**config.mk**
```make
export PLATFORM = sky130hd
export DESIGN_NAME = imc_init_ctrl
export DESIGN_NICKNAME = d
export VERILOG_FILES = /design/src/imc_pkg.sv /design/src/imc_ser_if.sv /design/src/imc_serial_rx.sv /design/src/imc_init_ctrl.sv
export SDC_FILE = /design/constraint.sdc
export NUM_CORES = 1
export LEC_CHECK = 0
export ABC_AREA = 0
export BUFFER_PORTS_ARGS = -buffer_cell sky130_fd_sc_hd__buf_2
export CAP_MARGIN = 30
export CELL_PAD_IN_SITES_DETAIL_PLACEMENT = 1
export CELL_PAD_IN_SITES_GLOBAL_PLACEMENT = 1
export CORE_UTILIZATION = 23
export CTS_CLUSTER_SIZE = 30
export DETAILED_ROUTE_END_ITERATION = 6
export HOLD_SLACK_MARGIN = 0.03
export MAX_ROUTING_LAYER = met4
export PLACE_DENSITY = 0.83
export RECOVER_POWER = 25
export SYNTH_ARGS = -nofsm -noshare
export SYNTH_HDL_FRONTEND = slang
export SYNTH_SLANG_ARGS = --single-unit
```
**constraint.sdc**
```tcl
create_clock -name core_clk_in -period 2 [get_ports core_clk_in]
set_input_delay 0.1 -clock core_clk_in [delete_from_list [all_inputs] [get_ports core_clk_in]]
set_output_delay 0.1 -clock core_clk_in [all_outputs]
set_load 0.01 [all_outputs]
```
**src/imc_pkg.sv**
```systemverilog
package imc_pkg;
  localparam int CLK_HZ = 40_000_000;
  localparam int SCLK_HZ = 2_500_000;
  localparam logic [3:0] SCLK_HALF_CNT = 4'(CLK_HZ / (2 * SCLK_HZ));
  localparam logic [2:0] STRAP_SETTLE_CNT = 3'h4;
  localparam int GP_W = 32;
  localparam int ADDR_HI_W = 14;
  localparam int ADDR_HI_LSB = 0;
  localparam int STRAP_BIT = 13;
  localparam int GLOBAL_BUFFER_INPUT_W = 6;
  localparam int GLOBAL_BUFFER_INPUT_LSB = 14;
  localparam int MC_DONE_BIT = 20;
  localparam logic [2:0] SYNC_RST = 3'h7;

  typedef enum logic [1:0] {
    IMC_ST_STRAP,
    IMC_ST_FETCH,
    IMC_ST_SLAVE,
    IMC_ST_DONE
  } imc_state_t;

  // a pin change counts only once the second and third stages agree
  function automatic logic imc_filt(input logic s2, input logic s3,
                                    input logic old);
    return (s2 == s3) ? s3 : old;
  endfunction : imc_filt
endpackage : imc_pkg

```
**src/imc_ser_if.sv**
```systemverilog
`timescale 1ns/1ps
`default_nettype none
interface imc_ser_if;
  logic shift_en;
  logic sclk_rise;
  logic bit_in;
  logic byte_valid;
  logic [7:0] byte_data;
  modport ctrl(output shift_en, output sclk_rise, output bit_in,
               input byte_valid, input byte_data);
  modport rx(input shift_en, input sclk_rise, input bit_in,
             output byte_valid, output byte_data);
endinterface : imc_ser_if
`default_nettype wire

```
**src/imc_serial_rx.sv**
```systemverilog
`timescale 1ns/1ps
`default_nettype none
module imc_serial_rx
  import imc_pkg::*;
(
  // clock and reset
  input wire logic core_clk_in,
  input wire logic reset_in,
  // link to controller
  imc_ser_if.rx ser
);
  typedef struct packed {
    logic [7:0] sh;
    logic [2:0] cnt;
    logic [7:0] data;
    logic valid;
  } imc_rx_st_t;

  imc_rx_st_t st_r;
  imc_rx_st_t st_nxt;

  always_comb begin
    st_nxt = st_r;
    st_nxt.valid = 1'b0;
    if (!ser.shift_en) begin
      st_nxt.cnt = 3'h0;
    end else if (ser.sclk_rise) begin
      // msb first, one bit per serial clock rise
      st_nxt.sh = {st_r.sh[6:0], ser.bit_in};
      st_nxt.cnt = st_r.cnt + 3'h1;
      if (st_r.cnt == 3'h7) begin
        st_nxt.data = {st_r.sh[6:0], ser.bit_in};
        st_nxt.valid = 1'b1;
      end
    end
  end

  always_ff @(posedge core_clk_in) begin
    if (reset_in) begin
      st_r <= '0;
    end else begin
      st_r <= st_nxt;
    end
  end

  assign ser.byte_valid = st_r.valid;
  assign ser.byte_data = st_r.data;

  a_byte_on_rise:
  assert property (@(posedge core_clk_in) disable iff (reset_in)
    st_r.valid |-> $past(ser.sclk_rise) && $past(ser.shift_en))
  else $error("byte valid without a serial clock rise");
endmodule : imc_serial_rx
`default_nettype wire

```
**src/imc_init_ctrl.sv**
```systemverilog
`timescale 1ns/1ps
`default_nettype none
module imc_init_ctrl
  import imc_pkg::*;
(
  // clock and reset
  input wire logic core_clk_in,
  input wire logic reset_in,
  // strap and reset pins
  input wire logic rst_pin_n_in,
  input wire logic host_sel_pin_in,
  // init sequencing from the loader
  input wire logic init_done_in,
  input wire logic memory_interface_unit_rd_in,
  input wire logic memory_interface_unit_addr0_in,
  // memory control pins
  output logic ce_n_pin_out,
  output logic ce_n_pin_oe_out,
  output logic oe_n_pin_out,
  output logic oe_n_pin_oe_out,
  output logic a0_pin_out,
  output logic a0_pin_oe_out,
  input wire logic d0_pin_in,
  output logic slave_pullup_en_out,
  // general-purpose pin bank
  input wire logic [GP_W-1:0] gp_pin_in,
  output logic [GP_W-1:0] gp_pin_out,
  output logic [GP_W-1:0] gp_pin_oe_out,
  output logic gp_pullup_en_out,
  // user side of the pin bank
  input wire logic [GP_W-1:0] user_gp_out_in,
  input wire logic [GP_W-1:0] user_gp_oe_in,
  output logic [GP_W-1:0] user_gp_in_out,
  output logic [GLOBAL_BUFFER_INPUT_W-1:0] global_buffer_input_out,
  // multi-chip
  input wire logic multichip_mode_in,
  input wire logic [ADDR_HI_W-1:0] mc_addr_hi_in,
  input wire logic multichip_done_handshake_out_in,
  input wire logic multichip_done_handshake_oe_in,
  output logic multichip_done_handshake_in_out,
  // status
  output logic device_reset_req_out,
  output logic init_complete_out,
  output logic mode_serial_out,
  output logic mode_self_init_out,
  output logic [7:0] prom_byte_out,
  output logic prom_byte_valid_out,
  output logic prom_serial_data_in_out
);
  typedef struct packed {
    imc_state_t state;
    logic [2:0] rst_s;
    logic [2:0] slv_s;
    logic [2:0] pmd_s;
    logic [2:0] sdi_s;
    logic rst_f;
    logic slv_f;
    logic pmd_f;
    logic sdi_f;
    logic [2:0] settle;
    logic self_init;
    logic serial;
    logic [3:0] div;
    logic sclk;
  } imc_top_st_t;

  imc_top_st_t st_r;
  imc_top_st_t st_nxt;
  imc_ser_if ser();
  logic rel;
  logic fetching;
  logic rise;

  // release in the very cycle the loader reports completion
  assign rel = (st_r.state == IMC_ST_DONE) ||
               (init_done_in && (st_r.state == IMC_ST_FETCH ||
                                 st_r.state == IMC_ST_SLAVE));
  assign fetching = (st_r.state == IMC_ST_FETCH) && !rel;
  assign rise = fetching && st_r.serial && !st_r.sclk &&
                (st_r.div == SCLK_HALF_CNT - 4'h1);

  always_comb begin
    st_nxt = st_r;
    st_nxt.rst_s = {st_r.rst_s[1:0], rst_pin_n_in};
    st_nxt.slv_s = {st_r.slv_s[1:0], host_sel_pin_in};
    st_nxt.pmd_s = {st_r.pmd_s[1:0], gp_pin_in[STRAP_BIT]};
    st_nxt.sdi_s = {st_r.sdi_s[1:0], d0_pin_in};
    st_nxt.rst_f = imc_filt(st_r.rst_s[1], st_r.rst_s[2], st_r.rst_f);
    st_nxt.slv_f = imc_filt(st_r.slv_s[1], st_r.slv_s[2], st_r.slv_f);
    st_nxt.pmd_f = imc_filt(st_r.pmd_s[1], st_r.pmd_s[2], st_r.pmd_f);
    st_nxt.sdi_f = imc_filt(st_r.sdi_s[1], st_r.sdi_s[2], st_r.sdi_f);
    if (fetching && st_r.serial) begin
      if (st_r.div == SCLK_HALF_CNT - 4'h1) begin
        st_nxt.div = 4'h0;
        st_nxt.sclk = !st_r.sclk;
      end else begin
        st_nxt.div = st_r.div + 4'h1;
      end
    end else begin
      st_nxt.div = 4'h0;
      st_nxt.sclk = 1'b0;
    end
    case (st_r.state)
      IMC_ST_STRAP: begin
        // wait for the synchronisers to fill before trusting straps
        if (st_r.settle == STRAP_SETTLE_CNT) begin
          st_nxt.serial = !st_r.pmd_f;
          st_nxt.self_init = st_r.slv_f;
          st_nxt.state = st_r.slv_f ? IMC_ST_FETCH : IMC_ST_SLAVE;
        end else begin
          st_nxt.settle = st_r.settle + 3'h1;
        end
      end
      IMC_ST_FETCH: begin
        if (init_done_in) begin
          st_nxt.state = IMC_ST_DONE;
        end
      end
      IMC_ST_SLAVE: begin
        if (init_done_in) begin
          st_nxt.state = IMC_ST_DONE;
        end
      end
      default: begin
        st_nxt.state = IMC_ST_DONE;
      end
    endcase
    // a reset pin request restarts initialization and re-reads straps
    if (!st_r.rst_f) begin
      st_nxt.state = IMC_ST_STRAP;
      st_nxt.settle = 3'h0;
    end
  end

  always_ff @(posedge core_clk_in) begin
    if (reset_in) begin
      st_r <= '{state: IMC_ST_STRAP, rst_s: SYNC_RST, slv_s: SYNC_RST,
                pmd_s: SYNC_RST, sdi_s: SYNC_RST, rst_f: 1'b1,
                slv_f: 1'b1, pmd_f: 1'b1, sdi_f: 1'b1, settle: 3'h0,
                self_init: 1'b1, serial: 1'b0, div: 4'h0, sclk: 1'b0};
    end else begin
      st_r <= st_nxt;
    end
  end

  assign ser.shift_en = fetching && st_r.serial;
  assign ser.sclk_rise = rise;
  assign ser.bit_in = st_r.sdi_f;

  imc_serial_rx u_rx (
    .core_clk_in(core_clk_in),
    .reset_in(reset_in),
    .ser(ser)
  );

  // memory control: driven only while fetching, floating otherwise
  assign ce_n_pin_oe_out = fetching;
  assign ce_n_pin_out = !memory_interface_unit_rd_in;
  assign oe_n_pin_oe_out = fetching;
  assign oe_n_pin_out = !memory_interface_unit_rd_in;
  assign a0_pin_oe_out = fetching;
  assign a0_pin_out = st_r.serial ? st_r.sclk :
                      memory_interface_unit_addr0_in;
  assign slave_pullup_en_out = !rel && (st_r.state == IMC_ST_SLAVE);

  always_comb begin
    gp_pin_out = '0;
    gp_pin_oe_out = '0;
    for (int i = 0; i < GP_W; i++) begin
      if (!rel) begin
        gp_pin_out[i] = 1'b0;
        gp_pin_oe_out[i] = 1'b0;
      end else if (multichip_mode_in && i >= ADDR_HI_LSB &&
                   i < ADDR_HI_LSB + ADDR_HI_W) begin
        gp_pin_out[i] = mc_addr_hi_in[i - ADDR_HI_LSB];
        gp_pin_oe_out[i] = 1'b1;
      end else if (multichip_mode_in && !st_r.self_init &&
                   i == MC_DONE_BIT) begin
        gp_pin_out[i] = multichip_done_handshake_out_in;
        gp_pin_oe_out[i] = multichip_done_handshake_oe_in;
      end else begin
        gp_pin_out[i] = user_gp_out_in[i];
        gp_pin_oe_out[i] = user_gp_oe_in[i];
      end
    end
  end

  assign gp_pullup_en_out = !rel;
  // raw pins: user logic samples them on its own terms
  assign user_gp_in_out = gp_pin_in;
  assign global_buffer_input_out = gp_pin_in[GLOBAL_BUFFER_INPUT_LSB +: GLOBAL_BUFFER_INPUT_W];
  assign multichip_done_handshake_in_out = gp_pin_in[MC_DONE_BIT];
  assign device_reset_req_out = !st_r.rst_f;
  assign init_complete_out = rel;
  assign mode_serial_out = st_r.serial;
  assign mode_self_init_out = st_r.self_init;
  assign prom_byte_out = ser.byte_data;
  assign prom_byte_valid_out = ser.byte_valid;
  assign prom_serial_data_in_out = st_r.sdi_f;

  a_serial_strap:
  assert property (@(posedge core_clk_in) disable iff (reset_in)
    (st_r.state == IMC_ST_STRAP && st_r.settle == STRAP_SETTLE_CNT &&
     st_r.rst_f) |=> (mode_serial_out == !$past(st_r.pmd_f)))
  else $error("serial mode does not follow strap");

  a_host_select:
  assert property (@(posedge core_clk_in) disable iff (reset_in)
    (st_r.state == IMC_ST_STRAP && st_r.settle == STRAP_SETTLE_CNT &&
     st_r.rst_f) |=> (st_r.state == ($past(st_r.slv_f) ? IMC_ST_FETCH :
                                     IMC_ST_SLAVE)))
  else $error("wrong init path for host select");

  a_oe_direction:
  assert property (@(posedge core_clk_in) disable iff (reset_in)
    (st_r.state == IMC_ST_SLAVE |-> !oe_n_pin_oe_out) and
    (st_r.state == IMC_ST_FETCH && !init_done_in |-> oe_n_pin_oe_out))
  else $error("output-enable pin direction wrong");

  a_ce_direction:
  assert property (@(posedge core_clk_in) disable iff (reset_in)
    fetching |-> ce_n_pin_oe_out &&
                 ce_n_pin_out == !memory_interface_unit_rd_in)
  else $error("chip-enable pin not driven during fetch");

  a_pullup_hold:
  assert property (@(posedge core_clk_in) disable iff (reset_in)
    (st_r.state == IMC_ST_STRAP) |-> gp_pullup_en_out &&
                                     gp_pin_oe_out == '0)
  else $error("pin driven before init complete");

  a_addr_extend:
  assert property (@(posedge core_clk_in) disable iff (reset_in)
    (rel && multichip_mode_in) |->
      gp_pin_out[ADDR_HI_LSB +: ADDR_HI_W] == mc_addr_hi_in &&
      (&gp_pin_oe_out[ADDR_HI_LSB +: ADDR_HI_W]))
  else $error("upper address not driven in multi-chip mode");

  a_done_handshake:
  assert property (@(posedge core_clk_in) disable iff (reset_in)
    (rel && multichip_mode_in && !mode_self_init_out) |->
      gp_pin_oe_out[MC_DONE_BIT] == multichip_done_handshake_oe_in)
  else $error("done pin not carrying handshake");

  a_reset_request:
  assert property (@(posedge core_clk_in) disable iff (reset_in)
    (!st_r.rst_s[1] && !st_r.rst_s[2]) |=>
      device_reset_req_out ##1 (st_r.state == IMC_ST_STRAP))
  else $error("reset pin low not taken as request");

  a_release_same:
  assert property (@(posedge core_clk_in) disable iff (reset_in)
    (init_done_in && st_r.state == IMC_ST_FETCH) |->
      !gp_pullup_en_out &&
      gp_pin_oe_out[GP_W-1:ADDR_HI_W] == user_gp_oe_in[GP_W-1:ADDR_HI_W] &&
      (multichip_mode_in ||
       gp_pin_oe_out[ADDR_HI_W-1:0] == user_gp_oe_in[ADDR_HI_W-1:0]))
  else $error("pins not released with init complete");

  a_sclk_on_a0:
  assert property (@(posedge core_clk_in) disable iff (reset_in)
    (fetching && mode_serial_out) |-> a0_pin_oe_out &&
      a0_pin_out == st_r.sclk)
  else $error("serial clock missing on address bit 0");
endmodule : imc_init_ctrl
`default_nettype wire

```
==> impl_results.md, run 1 <==
- Remaining global-route overflow: 0
- Layout cell share with drive strength beyond 1: a little under half
- Core area: ~12000 um^2
- Unrepaired setup endpoints after global routing: no
- Setup Fix Bufs, Post-CTS: 0
- First-pass GRT wire length: around 13 mm
- Die X-Extent: 112.7 um
- Starting Density: between 20% and 30%
- Initial antenna violation count: 0
- Worst skew pair latency: between 0.2 and 0.3 ns
- Psw: ~1.5 mW
- DRT Wirelength: about 8.7 mm
- Comb pwr share: a little over half
- Routability cong.: roughly 0.86
- Peak Freq: approximately 0.54 GHz
- Mapped Area: between 2000 and 3000 um^2
- Power density cells: roughly 1000 nW/um^2
- Max Slew Vio Count: 0
- Sw Share: 38.89%
- Yosys warns: 0
- Min-Delay Path Class: primary input to output port
- Gr usage total: between 10% and 20%
- Clock power share: 20.4%
- Hold Path Origin: gp_pin_in[25]
- R2R depth: 6
- DR DRC count: 0
- Worst vdd ir: approximately 440 uV
- Vias per cell: roughly 4.2
- Hold Fails Final Rpt: 0
- Area growth, synth to finish: 30.97%
- P_int: around 2.4 mW
- Final Skew: between 0.003 and 0.004 ns
- Worst Hold Path Cells: 0
- Setup TNS: 0 ns
- # clock sinks: 47
- 1st-pass router iterations: 4
- Vias in the first global route: 2577
- Reg power frac: between 20% and 30%
- Critical Path Start: st_r[26]
- CP max FO: 35
- Final Critical Period: approximately 1.8 ns
- Avg Synthesized Cell Area: between 8 and 9 um^2
- Synth Net Count: between 400 and 500
- FF-to-FF End: st_r[1]
- Violation count after the first detailed-route iteration: between 90 and 100
- Synth unique cells: 35
- Critical Path Sink Type: output port
- Clock-pin slew on the worst setup and hold paths: 0.06 ns
- Die Area: approximately 13000 um^2
- Die height: 112.7 um
- Post-synth EDFFs: 0
- Cells after Synth: roughly 330
- Post-synthesis sequential area ratio: about 33%
- Critical Path Start Type: register
- Final setup vio count: 0
- Setup WS pre-CTS: approximately 0.12 ns
- # IOs: roughly 250
- Top FF cell, synth: dfxtp_1
- Largest net degree at the start of global routing: 37
- Seq cells post-synth: 47
- CTS buffer count: 5
- Worst R2R Setup Slack: 0.23 ns
- Crit share post-route: between 90% and 100%
- Commonest non-fill, non-tap cell in the layout: buf_2
- DRT antenna net count: 0
- Most frequent cells in the layout: 174 x buf_2, 56 x nor2_1, 45 x dfxtp_1
- Worst path required time: ~1.9 ns
- Arr. time, crit path: between 1.5 and 2 ns
- WL/cell: 14.33 um
- Worst hold endpoint: user_gp_in_out[25]
- Diodes inserted: 0
- Slew @ Worst Pin: about 0.61 ns
- Max_slew headroom: between 50% and 60%
- Vias: 2563
- HPWL Detailed: ~7.3 mm
- RR Startpoint: st_r[26]
- Clock root cell: clkbuf_16
- Crit Path Class: register to output port
- Async SR Flop Fraction: 0%
- TritonCTS clock tree: yes
- H-tree levels: 2
- Maximum clock path buffer count: 2
- Max Cap Viol: 0
- Setup WS post-layout: 0.1586 ns
- Leakage power: approximately 1.9 nW
- Port Buffers: roughly 180
- # nets final: about 590
- Status: finished clean
- Rows: 40
==> what timing repair did <==
action	CTS	global route
hold buffers	4	0
endpoints found under the hold margin	4	0
setup endpoints to repair	41	32
gates resized for setup	5	2
==> power groups by stage <==
stage                     logic, mW  registers [mW]  clock network [mW]
after floorplan                1.26            1.04                   0
after global placement         1.91            1.05                   0
after detailed placement       1.98            1.06                   0
after CTS                      2.03            1.04               0.808
after global routing           2.23            1.05               0.849
final                          2.03            1.04               0.786
==> cells in the mapped netlist, types with 2 or more instances <==
library cell,n,area share [%]
a311oi_1,2,0.62
or3_1,2,0.44
nand2b_1,19,4.2
xnor2_1,3,0.93
buf_4,50,13
nand2_1,7,0.93
a21oi_1,10,1.8
or2_2,12,2.7
o21bai_1,4,1.1
mux2i_1,33,12
and2_1,36,8.0
clkbuf_1,10,1.3
buf_2,5,0.89
nor2_1,56,7.5
inv_1,9,1.2
dfxtp_1,47,33
ha_1,9,4.0
==> metrics by stage <==
step	total power [mW]	instance area [um^2]	utilization [%]	cells	hold WS, ns
2_1_floorplan	2.300	2820	-	332	0.2038
3_3_place_gp	2.957	3488	29.16	595	0.2001
3_5_place_dp	3.034	3488	29.16	595	0.2001
4_1_cts	3.874	3680	30.76	607	0.2001
5_1_grt	4.122	3694	30.88	607	0.2000
6_report	3.856	3694	30.88	607	0.2000
==> layer usage <==
metal,track usage (%),up-vias,share of wire (%)
li1,-,1258,-
met1,14.33,1189,39
met2,25.47,101,54
met3,2.946,15,6.1
met4,3.111,0,1.2
met5,-,-,0
==> kinds of logic (layout without fill, tap and decap cells) <==
kind of cell | after synthesis | count (layout) | synth area share (%)
simple gates | 142 | 142 | 27.46
xor+xnor | 3 | 3 | 0.9318
compound gates | 21 | 21 | 5.147
fa+ha+maj | 9 | 9 | 3.993
flops | 47 | 47 | 33.36
mux | 34 | 34 | 12.11
buf+inv | 76 | 204 | 16.99
==> worst max path at each step <==
| stage | endpoint | cells after the start | slack [ns] |
|---|---|---|---|
| floorplan | st_r[1] | 8 | 0.11 |
| finish | gp_pin_oe_out[30] | 7 | 0.16 |
| global route | gp_pin_out[30] | 7 | 0.07 |
| global placement | st_r[1] | 6 | 0.22 |
| detailed placement | st_r[1] | 6 | 0.12 |
| CTS | gp_pin_oe_out[30] | 7 | 0.04 |
==> critical path, stage by stage (launching register included) <==
cell and delay [ns]:
dfxtp_2 0.35, inv_1 0.08, ha_4 0.26, a21oi_4 0.18, inv_2 0.10, buf_8 0.17
and2_1 0.17, buf_2 0.14
==> sequential cells by signal (all words and copies together), names as in the netlist <==
register,flops
st_nxt,8
u_rx.ser.byte_data,8
u_rx.st_r,10
prom_serial_data_in_out,1
mode_self_init_out,1
u_rx.ser.byte_valid,1
st_r,17
mode_serial_out,1
==> final cells by class <==
cell class,instances,area [um^2]
Timing Repair Buffer,186,978.4
Multi-Input combinational cell,209,1413
Tap cell,147,183.9
Fill cell,1469,8268
Inverter,10,37.54
Clock buffer,7,132.6
Clock inverter,1,5.005
Sequential cell,47,943.4
Power figures use the tool's default switching activity.
==> inputs of run 2 (changes only) <==
--- a/config.mk
+++ b/config.mk
@@ -10,12 +10,12 @@
 export CAP_MARGIN = 30
 export CELL_PAD_IN_SITES_DETAIL_PLACEMENT = 1
 export CELL_PAD_IN_SITES_GLOBAL_PLACEMENT = 1
-export CORE_UTILIZATION = 23
+export CORE_UTILIZATION = 25
 export CTS_CLUSTER_SIZE = 30
 export DETAILED_ROUTE_END_ITERATION = 6
 export HOLD_SLACK_MARGIN = 0.03
 export MAX_ROUTING_LAYER = met4
-export PLACE_DENSITY = 0.83
+export PLACE_DENSITY = 0.85
 export RECOVER_POWER = 25
 export SYNTH_ARGS = -nofsm -noshare
 export SYNTH_HDL_FRONTEND = slang
==> constraint.sdc (replaced) <==
create_clock -name core_clk_in -period 2.1 [get_ports core_clk_in]
set_input_delay 0.105 -clock core_clk_in [delete_from_list [all_inputs] [get_ports core_clk_in]]
set_output_delay 0.105 -clock core_clk_in [all_outputs]
set_load 0.01 [all_outputs]
==> run 2 against run 1 <==
  * Clock skew about the same
  * Global-route usage increased by 1.2 points
  * Cell area increased by 0.30%
  * Largest power group unchanged
  * Critical endpoint is now gp_pin_oe_out[18]
  * Sequential power decreased by 5%
  * Non-clock buffer count unchanged
  * Register-to-register slack about the same
==> impl_results.md, run 2 (synthesis results as in run 1) <==
- Status: finished clean
- Final setup vio count: 0
- Clock-pin slew on the worst setup and hold paths: roughly 0.060 ns
- CP max-delay cell: dfxtp_2
- Unrepaired setup endpoints after global routing: no
- Crit Path Class: register to output port
- Power density cells: between 1000 and 1500 nW/um^2
- DRT Wirelength: a little under 9 mm
- Crit path largest cell delay: 0.36 ns
- Setup TNS: 0 ns
- Remaining global-route overflow: 0
- Worst-path cell chain: inv_1 > ha_1 > a21oi_4 > inv_2 > buf_6 > and2_1 > buf_2
- Worst path required time: approximately 2 ns
- Violation count after the first detailed-route iteration: 92
- First-pass GRT wire length: 12.89 mm
- Slew @ Worst Pin: 0.6967 ns
- Die height: roughly 110 um
- TritonCTS clock tree: yes
- Starting Density: 25.79%
- HPWL Detailed: just over 7 mm
- Worst vdd ir: between 400 and 500 uV
- Largest net degree at the start of global routing: 37
- Crit path max-delay family: buffers and inverters
- # clock sinks: between 40 and 50
- Vias per cell: between 4 and 5
- Largest Register: st_r
- Max_slew headroom: a little over half
- Max Slew Vio Count: 0
- Vias in the first global route: around 2600
- DR DRC count: 0
- Min-Delay Path Class: primary input to output port
- Area growth, synth to finish: 31.37%
- Setup Fix Bufs, Post-CTS: 0
- Setup WS pre-CTS: 0.2335 ns
- Critical Path Sink Type: output port
- Diodes inserted: 0
- Maximum clock path buffer count: 2
- Critical Path Start Type: register
- Vias: 2560
- Die X-Extent: about 110 um
- Max reg flops: 17
- Routability cong.: just under 0.8
- Most frequent cells in the layout: 174 x buf_2, 56 x nor2_1, 45 x dfxtp_1
- Clock root cell: clkbuf_16
- Hold Fails Final Rpt: 0
- Fillcell total: 1347
- Leakage power: between 1.5 and 2 nW
- Arr. time, crit path: around 1.9 ns
- 1st-pass router iterations: 4
- Worst skew pair latency: approximately 0.28 ns
- Setup WS post-layout: approximately 0.13 ns
- # nets final: around 590
- CP Buf/Inv Count: 4
- Crit share post-route: a little over nine tenths
- WL/cell: 14.64 um
- Commonest non-fill, non-tap cell in the layout: buf_2
- Largest registers: st_r x17, u_rx.st_r x10
- Final Critical Period: between 1.5 and 2 ns
- Final Skew: approximately 0.0038 ns
- DRT antenna net count: 0
- H-tree levels: 2
- CP max FO: 35
- Initial antenna violation count: 0
- # IOs: roughly 250
- Design Area, Final: between 3000 and 4000 um^2
- Port Buffers: approximately 180
- Max Cap Viol: 0
- Layout cell share with drive strength beyond 1: 45.65%
- Die Area: between 10000 and 15000 um^2
- Core area: roughly 11000 um^2
- Rows: 38
- Instance area after placement: between 3000 and 4000 um^2
- Gr usage total: between 10% and 20%
- Finished Core Util: about a third
- CTS buffer count: 5
- Peak Freq: roughly 0.5 GHz
## run 2: power breakdown
group	total (mW)	switching [mW]	leakage (nW)	internal (mW)
Clock	0.904	0.313	0.0868	0.591
Combinational	1.90	1.08	1.43	0.825
Sequential	0.988	0.0400	0.383	0.948
Total	3.80	1.43	1.90	2.36
## run 2: final timing paths
path                       from                 end  slack, ns  depth (start not counted)
setup / recovery       st_r[26]   gp_pin_oe_out[18]       0.13                          7
hold / removal    gp_pin_in[25]  user_gp_in_out[25]       0.21                          0
setup reg to reg       st_r[26]             st_r[1]       0.22                          6
hold reg to reg      st_nxt[18]          st_nxt[19]       0.41                          1
## run 2: metrics by stage
stage	hold slack [ns]	std cells	power, mW
after floorplan	0.2088	332	2.190
after global placement	0.2101	588	2.810
after detailed placement	0.2101	588	2.882
after CTS	0.2101	600	3.822
after global routing	0.2100	600	4.080
final	0.2100	600	3.795
## run 2: what timing repair did
item | CTS | global route
gates resized for setup | 1 | 4
hold buffers | 4 | 0
hold endpoints to repair | 4 | 0
setup endpoints to repair | 3 | 37
## run 2: cell type report
type	count	area [um^2]	area share, %
well taps	140	175.2	4.728
inverters	10	37.54	1.013
multi-input cells	209	1400	37.79
flip-flops and latches	47	943.4	25.46
repair buffers	186	974.7	26.31
clock buffers	6	138.9	3.749
clock inverters	2	35.03	0.9456
## run 2: per-layer routing
layer	global-route usage, %	up-vias	part of all wire, %
li1	-	1260	-
met1	14.61	1184	37
met4	2.250	0	0.87
met3	3.617	11	6.7
met2	28.94	105	55
met5	-	-	0
## run 2: worst reg2reg max path, cell delays in order (launching register included)
cell	delay [ns]
dfxtp_2	0.36
inv_1	0.07
ha_1	0.35
a21oi_4	0.21
inv_2	0.10
or3_1	0.52
nor3b_2	0.21
